--- config.mk ---
export PLATFORM = sky130hd
export DESIGN_NAME = sram_cycle_control
export DESIGN_NICKNAME = d
export VERILOG_FILES = /design/src/logic/sram_cycle_pkg.sv /design/src/logic/burst_sequencer.sv /design/src/logic/sram_cycle_control.sv
export SDC_FILE = /design/constraint.sdc
export NUM_CORES = 1
export LEC_CHECK = 0
export BUFFER_PORTS_ARGS = -buffer_cell sky130_fd_sc_hd__buf_2
export CAP_MARGIN = 20
export CORE_MARGIN = 2
export CORE_UTILIZATION = 48
export CTS_BUF_LIST = sky130_fd_sc_hd__clkbuf_4
export CTS_CLUSTER_SIZE = 14
export DETAILED_ROUTE_END_ITERATION = 10
export GPL_ROUTABILITY_DRIVEN = 1
export PLACE_DENSITY = 0.89
export SYNTH_ARGS = -nofsm -noshare
export SYNTH_HDL_FRONTEND = slang
export SYNTH_SLANG_ARGS = --single-unit
--- constraint.sdc ---
create_clock -name clk -period 5.3 [get_ports clk]
set_clock_uncertainty 0.15 [all_clocks]
set_input_delay 1.06 -clock clk [delete_from_list [all_inputs] [get_ports clk]]
set_output_delay 1.06 -clock clk [all_outputs]
set_load 0.02 [all_outputs]
--- src/logic/sram_cycle_pkg.sv ---
// shared constants and types for the burst sram cycle control
package sram_cycle_pkg;

	// lane layout: eight data bits plus one parity bit per byte lane
	localparam int LANE_DATA_BITS   = 8;
	localparam int LANE_PARITY_BITS = 1;
	localparam int LANE_BITS        = LANE_DATA_BITS + LANE_PARITY_BITS;

	// the two organisations
	localparam int WIDE_LANES  = 4;
	localparam int NARROW_LANES = 2;
	localparam int WIDE_ADDR_W  = 19;
	localparam int NARROW_ADDR_W = 20;
	localparam int MAX_LANES    = 4;

	// burst counter
	localparam int BURST_BITS = 2;
	localparam logic [BURST_BITS-1:0] BURST_FIRST = 2'h0;
	localparam logic [BURST_BITS-1:0] BURST_STEP  = 2'h1;

	// pin synchroniser depth for sleep and burst mode
	localparam int SYNC_STAGES = 3;
	localparam logic [SYNC_STAGES-1:0] SYNC_RESET = 3'h0;

	// reset values
	localparam logic SLEEP_RESET  = 1'b0;
	localparam logic LINEAR_RESET = 1'b0;

	typedef enum logic [2:0] {
		CYC_DESELECT,
		CYC_BEGIN_READ,
		CYC_CONTINUE_READ,
		CYC_SUSPEND_READ,
		CYC_BEGIN_WRITE,
		CYC_CONTINUE_WRITE,
		CYC_SUSPEND_WRITE,
		CYC_SLEEP
	} cycle_t;

endpackage : sram_cycle_pkg

--- src/logic/burst_sequencer.sv ---
// two-bit wraparound burst address sequencer, interleaved or linear
module burst_sequencer
	import sram_cycle_pkg::*;
(
	// clock and reset
	input  wire logic                  clk,
	input  wire logic                  reset,
	// control
	input  wire logic                  load,
	input  wire logic                  advance,
	input  wire logic                  linear_mode,
	input  wire logic [BURST_BITS-1:0] base,
	// sequence output
	output logic      [BURST_BITS-1:0] seq
);

	typedef struct packed {
		logic [BURST_BITS-1:0] base;
		logic [BURST_BITS-1:0] count;
	} seq_state_t;

	seq_state_t state_reg;
	seq_state_t state_next;

	always_comb begin
		state_next = state_reg;
		if (load) begin
			state_next.base  = base;
			state_next.count = BURST_FIRST;
		end else if (advance) begin
			state_next.count = BURST_BITS'(state_reg.count + BURST_STEP);
		end
	end

	always_ff @(posedge clk) begin
		if (reset) begin
			state_reg <= '0;
		end else begin
			state_reg <= state_next;
		end
	end

	// interleaved xors the count in, linear adds it with wraparound
	assign seq = linear_mode ? BURST_BITS'(state_reg.base + state_reg.count)
	                         : (state_reg.base ^ state_reg.count);

endmodule : burst_sequencer

--- src/logic/sram_cycle_control.sv ---
// cycle decode, address and write-lane control of a flow-through burst sram
// Notes on behaviour
// - deselect on primary select high with controller strobe, or bad selects at a strobe
// - all selects active with processor strobe, or controller strobe and read: begin read
// - no strobe, advance low, read: continue read at next burst address
// - no strobe, advance high, read: suspend read, hold current address
// - no strobe, advance high, write after processor-strobe read: begin write at current address
// - selects active, controller strobe only, write indicated: begin write at external address
// - no strobe, advance low, write: continue write burst at next address
// - no strobe, advance high, write: suspend write, hold current address
// - sleep high overrides everything: no access, data pins floated
// - a processor-strobe access is always a read
// - writes only after a processor-strobe cycle or with controller strobe; the code writes in any open burst with a lane selected
// - output enable is unclocked and masked off during writes
// - in reads, drive data only with output enable active and device selected
// - wide organisation: lane inputs a to d pick bytes 0 to 3, any mix
// - narrow organisation: lanes a and b pick bytes 0 and 1 with parity
// - burst address from two-bit wrap counter, interleaved or linear by mode
// - unselected lanes stay unchanged during a byte write
// - sleep takes four clocks to enter or leave; pending accesses may drop
module sram_cycle_control
	import sram_cycle_pkg::*;
#(
	parameter bit WIDE_ORG = 1'b1,
	parameter int ADDR_W   = WIDE_ADDR_W
) (
	// clock and reset
	input  wire logic                          clk,
	input  wire logic                          reset,
	// asynchronous pins
	input  wire logic                          sleep_request,
	input  wire logic                          linear_burst,
	input  wire logic                          output_enable_n,
	// chip selects
	input  wire logic                          select_primary_n,
	input  wire logic                          select_secondary_high,
	input  wire logic                          select_tertiary_n,
	// address and burst control
	input  wire logic [ADDR_W-1:0]             address,
	input  wire logic                          proc_addr_strobe_n,
	input  wire logic                          ctrl_addr_strobe_n,
	input  wire logic                          burst_advance_n,
	// write controls
	input  wire logic                          global_write_n,
	input  wire logic                          byte_write_enable_n,
	input  wire logic                          lane_a_write_n,
	input  wire logic                          lane_b_write_n,
	input  wire logic                          lane_c_write_n,
	input  wire logic                          lane_d_write_n,
	// data and parity pins, split into input, output and enable
	input  wire logic [(WIDE_ORG ? WIDE_LANES : NARROW_LANES)*LANE_BITS-1:0] data_in,
	output logic      [(WIDE_ORG ? WIDE_LANES : NARROW_LANES)*LANE_BITS-1:0] data_out,
	output logic      [(WIDE_ORG ? WIDE_LANES : NARROW_LANES)*LANE_BITS-1:0] data_oe,
	// memory core
	output logic      [ADDR_W-1:0]             core_addr,
	output logic                               core_read,
	output logic                               core_write,
	output logic      [(WIDE_ORG ? WIDE_LANES : NARROW_LANES)-1:0] core_lane_we,
	output logic      [(WIDE_ORG ? WIDE_LANES : NARROW_LANES)*LANE_BITS-1:0] core_wdata,
	input  wire logic [(WIDE_ORG ? WIDE_LANES : NARROW_LANES)*LANE_BITS-1:0] core_rdata,
	// status
	output cycle_t                             cycle_type,
	output logic                               sleeping
);

	localparam int LANES  = WIDE_ORG ? WIDE_LANES : NARROW_LANES;
	localparam int DATA_W = LANES * LANE_BITS;

	generate
		if (ADDR_W <= BURST_BITS) begin : g_bad_addr
			$error("address width must exceed the burst counter width");
		end
		if (LANES > MAX_LANES) begin : g_bad_lanes
			$error("lane count exceeds available lane write inputs");
		end
	endgenerate

	typedef struct packed {
		logic [SYNC_STAGES-1:0] sleep_sync;
		logic [SYNC_STAGES-1:0] mode_sync;
		logic                   sleep_on;
		logic                   linear_on;
		cycle_t                 cycle;
		logic [ADDR_W-1:0]      addr;
		logic                   burst_open;
		logic                   after_proc_read;
		logic                   reading;
		logic                   core_wr;
		logic [LANES-1:0]       lane_we;
		logic [DATA_W-1:0]      wdata;
	} ctrl_state_t;

	ctrl_state_t state_reg;
	ctrl_state_t state_next;

	// lane inputs gathered, lane a lowest
	logic [MAX_LANES-1:0] lane_all_n;
	logic [LANES-1:0]     lane_n;
	logic [LANES-1:0]     lane_mask;
	logic                 write_ind;
	logic                 selects_ok;
	logic                 proc_start;
	logic                 ctrl_start;
	logic                 seq_load;
	logic                 seq_advance;
	logic [BURST_BITS-1:0] seq_low;

	assign lane_all_n = {lane_d_write_n, lane_c_write_n, lane_b_write_n, lane_a_write_n};
	assign lane_n     = lane_all_n[LANES-1:0];

	genvar lane;
	generate
		for (lane = 0; lane < LANES; lane++) begin : g_lane
			// each lane mask covers its data byte and its parity bit
			assign lane_mask[lane] = !global_write_n
			                       | (!byte_write_enable_n & !lane_n[lane]);
		end
	endgenerate

	// no lane selected means a read
	assign write_ind = |lane_mask;

	assign selects_ok = !select_primary_n & select_secondary_high & !select_tertiary_n;
	// processor strobe is ignored while the primary select is high
	assign proc_start = !proc_addr_strobe_n & !select_primary_n;
	// controller strobe is ignored while the processor strobe acts
	assign ctrl_start = !proc_start & !ctrl_addr_strobe_n;

	always_comb begin
		state_next = state_reg;
		seq_load    = 1'b0;
		seq_advance = 1'b0;

		state_next.sleep_sync = {state_reg.sleep_sync[SYNC_STAGES-2:0], sleep_request};
		state_next.mode_sync  = {state_reg.mode_sync[SYNC_STAGES-2:0], linear_burst};
		if (state_reg.sleep_sync[1] == state_reg.sleep_sync[2]) begin
			state_next.sleep_on = state_reg.sleep_sync[2];
		end
		if (state_reg.mode_sync[1] == state_reg.mode_sync[2]) begin
			state_next.linear_on = state_reg.mode_sync[2];
		end

		state_next.core_wr         = 1'b0;
		state_next.after_proc_read = 1'b0;

		if (state_reg.sleep_on) begin
			// pending accesses are dropped on entry
			state_next.cycle      = CYC_SLEEP;
			state_next.burst_open = 1'b0;
			state_next.reading    = 1'b0;
		end else if (proc_start) begin
			if (selects_ok) begin
				// write inputs ignored here
				state_next.cycle           = CYC_BEGIN_READ;
				state_next.addr            = address;
				state_next.burst_open      = 1'b1;
				state_next.after_proc_read = 1'b1;
				state_next.reading         = 1'b1;
				seq_load                   = 1'b1;
			end else begin
				state_next.cycle      = CYC_DESELECT;
				state_next.burst_open = 1'b0;
				state_next.reading    = 1'b0;
			end
		end else if (ctrl_start) begin
			if (!selects_ok) begin
				state_next.cycle      = CYC_DESELECT;
				state_next.burst_open = 1'b0;
				state_next.reading    = 1'b0;
			end else begin
				state_next.addr       = address;
				state_next.burst_open = 1'b1;
				seq_load              = 1'b1;
				if (write_ind) begin
					state_next.cycle   = CYC_BEGIN_WRITE;
					state_next.reading = 1'b0;
					state_next.core_wr = 1'b1;
				end else begin
					state_next.cycle   = CYC_BEGIN_READ;
					state_next.reading = 1'b1;
				end
			end
		end else if (state_reg.burst_open) begin
			if (write_ind) begin
				state_next.reading = 1'b0;
				state_next.core_wr = 1'b1;
				if (!burst_advance_n) begin
					state_next.cycle = CYC_CONTINUE_WRITE;
					seq_advance      = 1'b1;
				end else if (state_reg.after_proc_read) begin
					state_next.cycle = CYC_BEGIN_WRITE;
				end else begin
					state_next.cycle = CYC_SUSPEND_WRITE;
				end
			end else begin
				state_next.reading = 1'b1;
				if (!burst_advance_n) begin
					state_next.cycle = CYC_CONTINUE_READ;
					seq_advance      = 1'b1;
				end else begin
					state_next.cycle = CYC_SUSPEND_READ;
				end
			end
		end else begin
			state_next.cycle   = CYC_DESELECT;
			state_next.reading = 1'b0;
		end

		if (state_next.core_wr) begin
			// only the selected lanes reach the core
			state_next.lane_we = lane_mask;
			state_next.wdata   = data_in;
		end else begin
			state_next.lane_we = '0;
		end
	end

	always_ff @(posedge clk) begin
		if (reset) begin
			state_reg            <= '0;
			state_reg.sleep_sync <= SYNC_RESET;
			state_reg.mode_sync  <= SYNC_RESET;
			state_reg.sleep_on   <= SLEEP_RESET;
			state_reg.linear_on  <= LINEAR_RESET;
			state_reg.cycle      <= CYC_DESELECT;
		end else begin
			state_reg <= state_next;
		end
	end

	burst_sequencer u_burst (
		.clk         (clk),
		.reset       (reset),
		.load        (seq_load),
		.advance     (seq_advance),
		.linear_mode (state_reg.linear_on),
		.base        (address[BURST_BITS-1:0]),
		.seq         (seq_low)
	);

	// high bits held from the strobe, low bits from the sequencer
	assign core_addr    = {state_reg.addr[ADDR_W-1:BURST_BITS], seq_low};
	assign core_read    = state_reg.reading;
	assign core_write   = state_reg.core_wr;
	assign core_lane_we = state_reg.lane_we;
	assign core_wdata   = state_reg.wdata;
	assign cycle_type   = state_reg.cycle;
	assign sleeping     = state_reg.sleep_on;

	// output enable gates the drivers without any clock
	assign data_out = core_rdata;
	assign data_oe  = {DATA_W{state_reg.reading & !output_enable_n}};

endmodule : sram_cycle_control

==> results of run 1 <==
metrics by stage:
| stage | cell area (µm²) | utilization, % | instances | power [mW] |
|---|---|---|---|---|
| floorplan | 4000 | - | 464 | 0.724 |
| global placement | 3910 | 48.0 | 585 | 0.713 |
| detailed placement | 3930 | 48.4 | 586 | 0.718 |
| CTS | 4120 | 50.7 | 602 | 1.17 |
| global route | 4120 | 50.7 | 602 | 1.21 |
| finish | 4120 | 50.7 | 602 | 1.15 |
worst max-delay path, cell delays in order:
cell	delay [ns]
buf_2	0.10
nor2b_2	0.67
buf_2	0.30
logic make-up after synthesis:
| kind of cell | count (synthesis) | synth area share [%] |
|---|---|---|
| fa+ha+maj | 1 | 0.313 |
| xor+xnor | 3 | 0.658 |
| simple gates | 140 | 21.1 |
| compound gates | 80 | 11.3 |
| flops | 76 | 38.1 |
| mux | 1 | 0.250 |
| buf+inv | 163 | 28.3 |
metal layers:
metal	global-route usage, %	vias up	part of all wire [%]
met3	5.85	10	11
met1	20.3	1400	40
met2	30.6	172	48
met5	0	-	0
li1	-	1468	-
met4	7.13	0	1.2
placed cells by master (no fill, tap or decap), types with 2 or more instances in the layout:
cell / n
buf_2: 172
o21ai_1: 30
clkbuf_4: 10
nor3_1: 2
clkinv_4: 2
nand2b_1: 38
nand2_1: 42
nor2b_1: 6
bufinv_16: 3
o21a_1: 4
a21oi_1: 25
dfxtp_1: 76
nor2_1: 9
inv_1: 3
xnor2_1: 2
buf_4: 4
nor4b_1: 2
nand4b_1: 36
o21ai_0: 9
and2_1: 2
layout make-up:
cell class / instances / area, µm²
Clock buffer: 10 / 75.1
Clock inverter: 6 / 113
Fill cell: 780 / 4010
Inverter: 3 / 11.3
Multi-Input combinational cell: 225 / 1350
Sequential cell: 76 / 1520
Tap cell: 105 / 131
Timing Repair Buffer: 177 / 918
worst min path at each step:
stage	endpoint	cells after the start
after detailed placement	state_next[70]$_SDFF_PP0_	1
final	state_next[70]$_SDFF_PP0_	1
after CTS	state_next[70]$_SDFF_PP0_	1
after floorplan	state_next[70]$_SDFF_PP0_	1
after global routing	state_next[70]$_SDFF_PP0_	1
after global placement	state_next[70]$_SDFF_PP0_	1
report_power, final:
group          switching (mW)  internal, mW
clock network           0.204         0.245
logic                  0.0661        0.0495
registers             0.00585         0.583
==> flow_metrics.py, run 1 <==
metrics = {
    "sta": {
        "max_freq_mhz": 298,
        "worst_slack_ns": 1.95,
        "whs_ns": 0.297,
        "final_max_slew_viol_count": 0,
        "finalHoldViolCount": 0,
        "tightest_slew_ns": 0.870,
        "rsz0062_at_grt": "false",
        "fin_tns_setup_ns": 0,
        "maxSlewHeadroom_pct": 41.8,
        "setup_viol": 0,
        "min_period_ns": 3.35,
        "fin_crit_sh_pct": 63.3,
    },
    "setup_path": {
        "worstPathMaxFanout": 36,
        "regToRegSetupSlack_ns": 3.28,
        "crit_end": "data_oe[33]",
        "reg2reg_from": "state_reg[43]$_SDFFE_PP0N_",
        "critPathArrivalTime_ns": 2.14,
        "r2r_cells": 6,
        "critPathKind": "in2out",
        "worstSetupStartpoint": "output_enable_n",
        "end_kind": "output pin",
        "worstReg2RegEnd": "core_wdata[32]$_SDFFE_PP0P_",
        "start_kind": "input port",
        "critPathRequiredTime_ns": 4.09,
    },
    "power_and_ir_drop": {
        "power_density_nw_per_um2": 280,
        "leakage_nw": 1.93,
        "ir_worst_vdd_v": 0.000132,
    },
    "place": {
        "io_buffer_count": 172,
        "place_hpwl_um": 5960,
        "dp_slack_ns": 1.89,
        "gp_congestion": 0.743,
    },
    "synth": {
        "synthesis.nets": 573,
        "yosysSeqAreaShare_pct": 38.1,
        "syn_avg_cell_area_um2": 8.61,
        "synth_area_um2": 4000,
        "synth_edf_count": 0,
        "synth.top_cell.area_share_pct": 38.1,
        "ys.flop_type": "dfxtp_1",
        "synthTopCellsByCount": "buf_4 (136), dfxtp_1 (76), nand2_1 (42)",
        "synth_seq_cells": 76,
        "ys_warn_count": 0,
        "yosysUniqueCellTypes": 35,
        "synth_most_common_cell": "buf_4",
        "postSynthCellCount": 464,
        "synth_top_area_cell": "dfxtp_1",
        "async_reset_ff_share_pct": 0,
        "synth_area_leaders": "dfxtp_1 (38%), buf_4 (26%), nand4b_1 (7.9%), nand2b_1 (5.9%), nand2_1 (3.9%)",
    },
    "global_routing": {
        "grt_max_degree": 79,
        "overflow": 0,
        "grt_usage_pct": 17.8,
        "antenna_found_initial": 0,
        "grt_pass1_wl_um": 12600,
        "grt_pass1_vias": 2758,
    },
    "clock_tree": {
        "ctsLongestPathBuffers": 2,
        "post_cts_buffers": 0,
        "root_buffer": "clkbuf_4",
        "cts-hold-fix-buffers": 0,
        "path_clk_slew_ns": 0.12,
        "cts.repair.resized": 0,
        "cts.sinks": 76,
        "cts_tree": "yes",
        "htreeDepth": 3,
        "cts_made_buffers": 9,
        "clkLatencyLatePin_ns": 0.40,
    },
    "layout": {
        "syn_to_final_growth_pct": 3.13,
        "drive_gt1_share_pct": 40.0,
        "nNetsFinal": 601,
        "diodes": 0,
        "largest_reg_flops": 36,
    },
    "routing": {
        "dr.pass1.iters": 5,
        "vias_per_cell": 5.07,
        "wirelength_um": 8360,
        "drtIter0Drc": 88,
        "antenna_left": 0,
        "wl_per_cell_um": 13.9,
        "vias": 3050,
        "route.detailed.drc": 0,
    },
    "min_path": {
        "hold_start": "state_next[69]$_SDFF_PP0_",
        "hold_class": "reg2reg",
    },
    "outcome": {
        "status": "complete, no violations",
    },
    "floorplanning": {
        "ioPinCount": 245,
        "chipHeight_um": 95.2,
        "die-area_um2": 9070,
        "coreArea_um2": 8130,
        "rows": 33,
        "floorplan.initialDensity_pct": 49.1,
        "die_width_um": 95.2,
    },
    "flow_run": {
        "cap_violations": 0,
    },
}
(Power assumes the default switching activity.)
==> run 2: changes to the inputs <==
CORE_UTILIZATION = 45   (was 48)
PLACE_DENSITY = 0.84   (was 0.89)
clock period = 3.3 ns   (was 5.3 ns; I/O delays follow)
==> flow_metrics.py, run 2 (synthesis gave the netlist of run 1 again) <==
metrics = {
    "setup_path": {
        "end_kind": "output pin",
        "worstPathMaxFanout": 4,
        "crit_chain": "ha_1 > nand2_1 > xnor2_1 > buf_2",
        "critPathKind": "reg2out",
        "critPathArrivalTime_ns": 1.35,
        "critPathRequiredTime_ns": 2.49,
        "critPathSlowestCell": "dfxtp_1",
        "slowest_delay_ns": 0.40,
        "start_kind": "flop",
    },
    "sta": {
        "max_freq_mhz": 464,
        "worst_slack_ns": 1.14,
        "setup_viol": 0,
        "fin_crit_sh_pct": 65.3,
        "final_max_slew_viol_count": 0,
        "rsz0062_at_grt": "false",
        "fin_tns_setup_ns": 0,
        "min_period_ns": 2.16,
        "finalHoldViolCount": 0,
        "maxSlewHeadroom_pct": 53.4,
        "tightest_slew_ns": 0.698,
    },
    "clock_tree": {
        "root_buffer": "clkbuf_4",
        "clkLatencyLatePin_ns": 0.42,
        "cts.repair.resized": 0,
        "post_cts_buffers": 0,
        "htreeDepth": 3,
        "cts_tree": "yes",
        "cts.sinks": 76,
        "path_clk_slew_ns": 0.16,
        "cts-hold-fix-buffers": 0,
        "ctsLongestPathBuffers": 2,
        "cts_made_buffers": 9,
    },
    "routing": {
        "wl_per_cell_um": 14.4,
        "drtIter0Drc": 94,
        "route.detailed.drc": 0,
        "dr.pass1.iters": 5,
        "vias": 3019,
        "wirelength_um": 8730,
        "antenna_left": 0,
        "vias_per_cell": 4.97,
    },
    "layout": {
        "final_cells": 608,
        "final_cell_mix": "buf_2 (172), dfxtp_1 (76), nand2_1 (42)",
        "fin_util_pct": 46.9,
        "n_fill_cell": 854,
        "nNetsFinal": 604,
        "drive_gt1_share_pct": 40.2,
        "diodes": 0,
        "largest_reg_flops": 36,
        "syn_to_final_growth_pct": 1.94,
        "layout_commonest_cell": "buf_2",
    },
    "floorplanning": {
        "floorplan.initialDensity_pct": 46.0,
        "coreArea_um2": 8680,
        "die-area_um2": 9650,
        "ioPinCount": 245,
        "chipHeight_um": 98.2,
        "die_width_um": 98.2,
        "rows": 34,
    },
    "global_routing": {
        "overflow": 0,
        "antenna_found_initial": 0,
        "grt_pass1_wl_um": 13400,
        "grt_pass1_vias": 2851,
        "grt_max_degree": 46,
        "grt_usage_pct": 17.2,
    },
    "power_and_ir_drop": {
        "p_int_mw": 1.19,
        "leakage_nw": 1.91,
        "p_clk_share_pct": 32.9,
        "power_density_nw_per_um2": 415,
        "power_frac_seq_pct": 56.0,
        "power_mw": 1.69,
        "ir_worst_vdd_v": 0.000232,
        "p_switching_uw": 500,
        "comb_power_share_pct": 11.0,
        "switching_share_pct": 29.6,
    },
    "min_path": {
        "hold_class": "in2reg",
    },
    "place": {
        "io_buffer_count": 172,
        "dp_slack_ns": 0.756,
        "dp.cells": 592,
        "place_hpwl_um": 6420,
        "gp_congestion": 0.764,
    },
    "flow_run": {
        "cap_violations": 0,
    },
    "outcome": {
        "status": "complete, no violations",
    },
}
run 2: area by class of cell:
type,instances,area [µm²],area share (%)
flip-flops and latches,76,1520,37.3
multi-input cells,225,1350,33.1
repair buffers,180,921,22.6
well taps,108,135,3.32
clock inverters,7,68.8,1.69
clock buffers,9,67.6,1.66
inverters,3,11.3,0.276
run 2: metal layers:
metal	part of all wire (%)	vias up	track usage, %
met1	40	1385	19.1
li1	-	1474	-
met2	50	154	30.7
met5	0	-	0
met3	9.4	6	6.87
met4	0.58	0	4.43
run 2: final timing paths:
check / start / endpoint / slack [ns] / cells past startpoint
worst max-delay path: u_burst.state_reg[0]$_SDFFE_PP0P_ / core_addr[1] / 1.14 / 4
worst min register to register: state_next[72]$_SDFF_PP0_ / state_next[73]$_SDFF_PP0_ / 0.30 / 1
worst min-delay path: address[11] / core_addr[11]$_SDFFE_PP0P_ / 0.30 / 3
worst max register to register: sleeping$_SDFFE_PP0N_ / core_addr[17]$_SDFFE_PP0P_ / 1.51 / 4
run 2: power groups by stage:
stage | combinational (mW) | sequential (mW) | clock (mW)
after floorplan | 0.198 | 0.965 | 0
after global placement | 0.183 | 0.966 | 0
after detailed placement | 0.187 | 0.967 | 0
after CTS | 0.188 | 0.947 | 0.578
after global routing | 0.204 | 0.949 | 0.613
final | 0.187 | 0.947 | 0.557
run 2: worst max-delay path: cells and delay by family (launching register included):
kind,cells,cell delay [ns]
buffers and inverters,1,0.19
adders and majority gates,1,0.16
xor gates and xnor gates,1,0.13
DFF,1,0.40
and+or+nand+nor,1,0.06
run 2: metrics by stage:
step | cell area (µm²) | hold WS (ns)
after global routing | 4070 | 0.268
after floorplan | 4000 | 0.264
final | 4070 | 0.301
after CTS | 4070 | 0.260
after detailed placement | 3940 | 0.274
after global placement | 3940 | 0.277
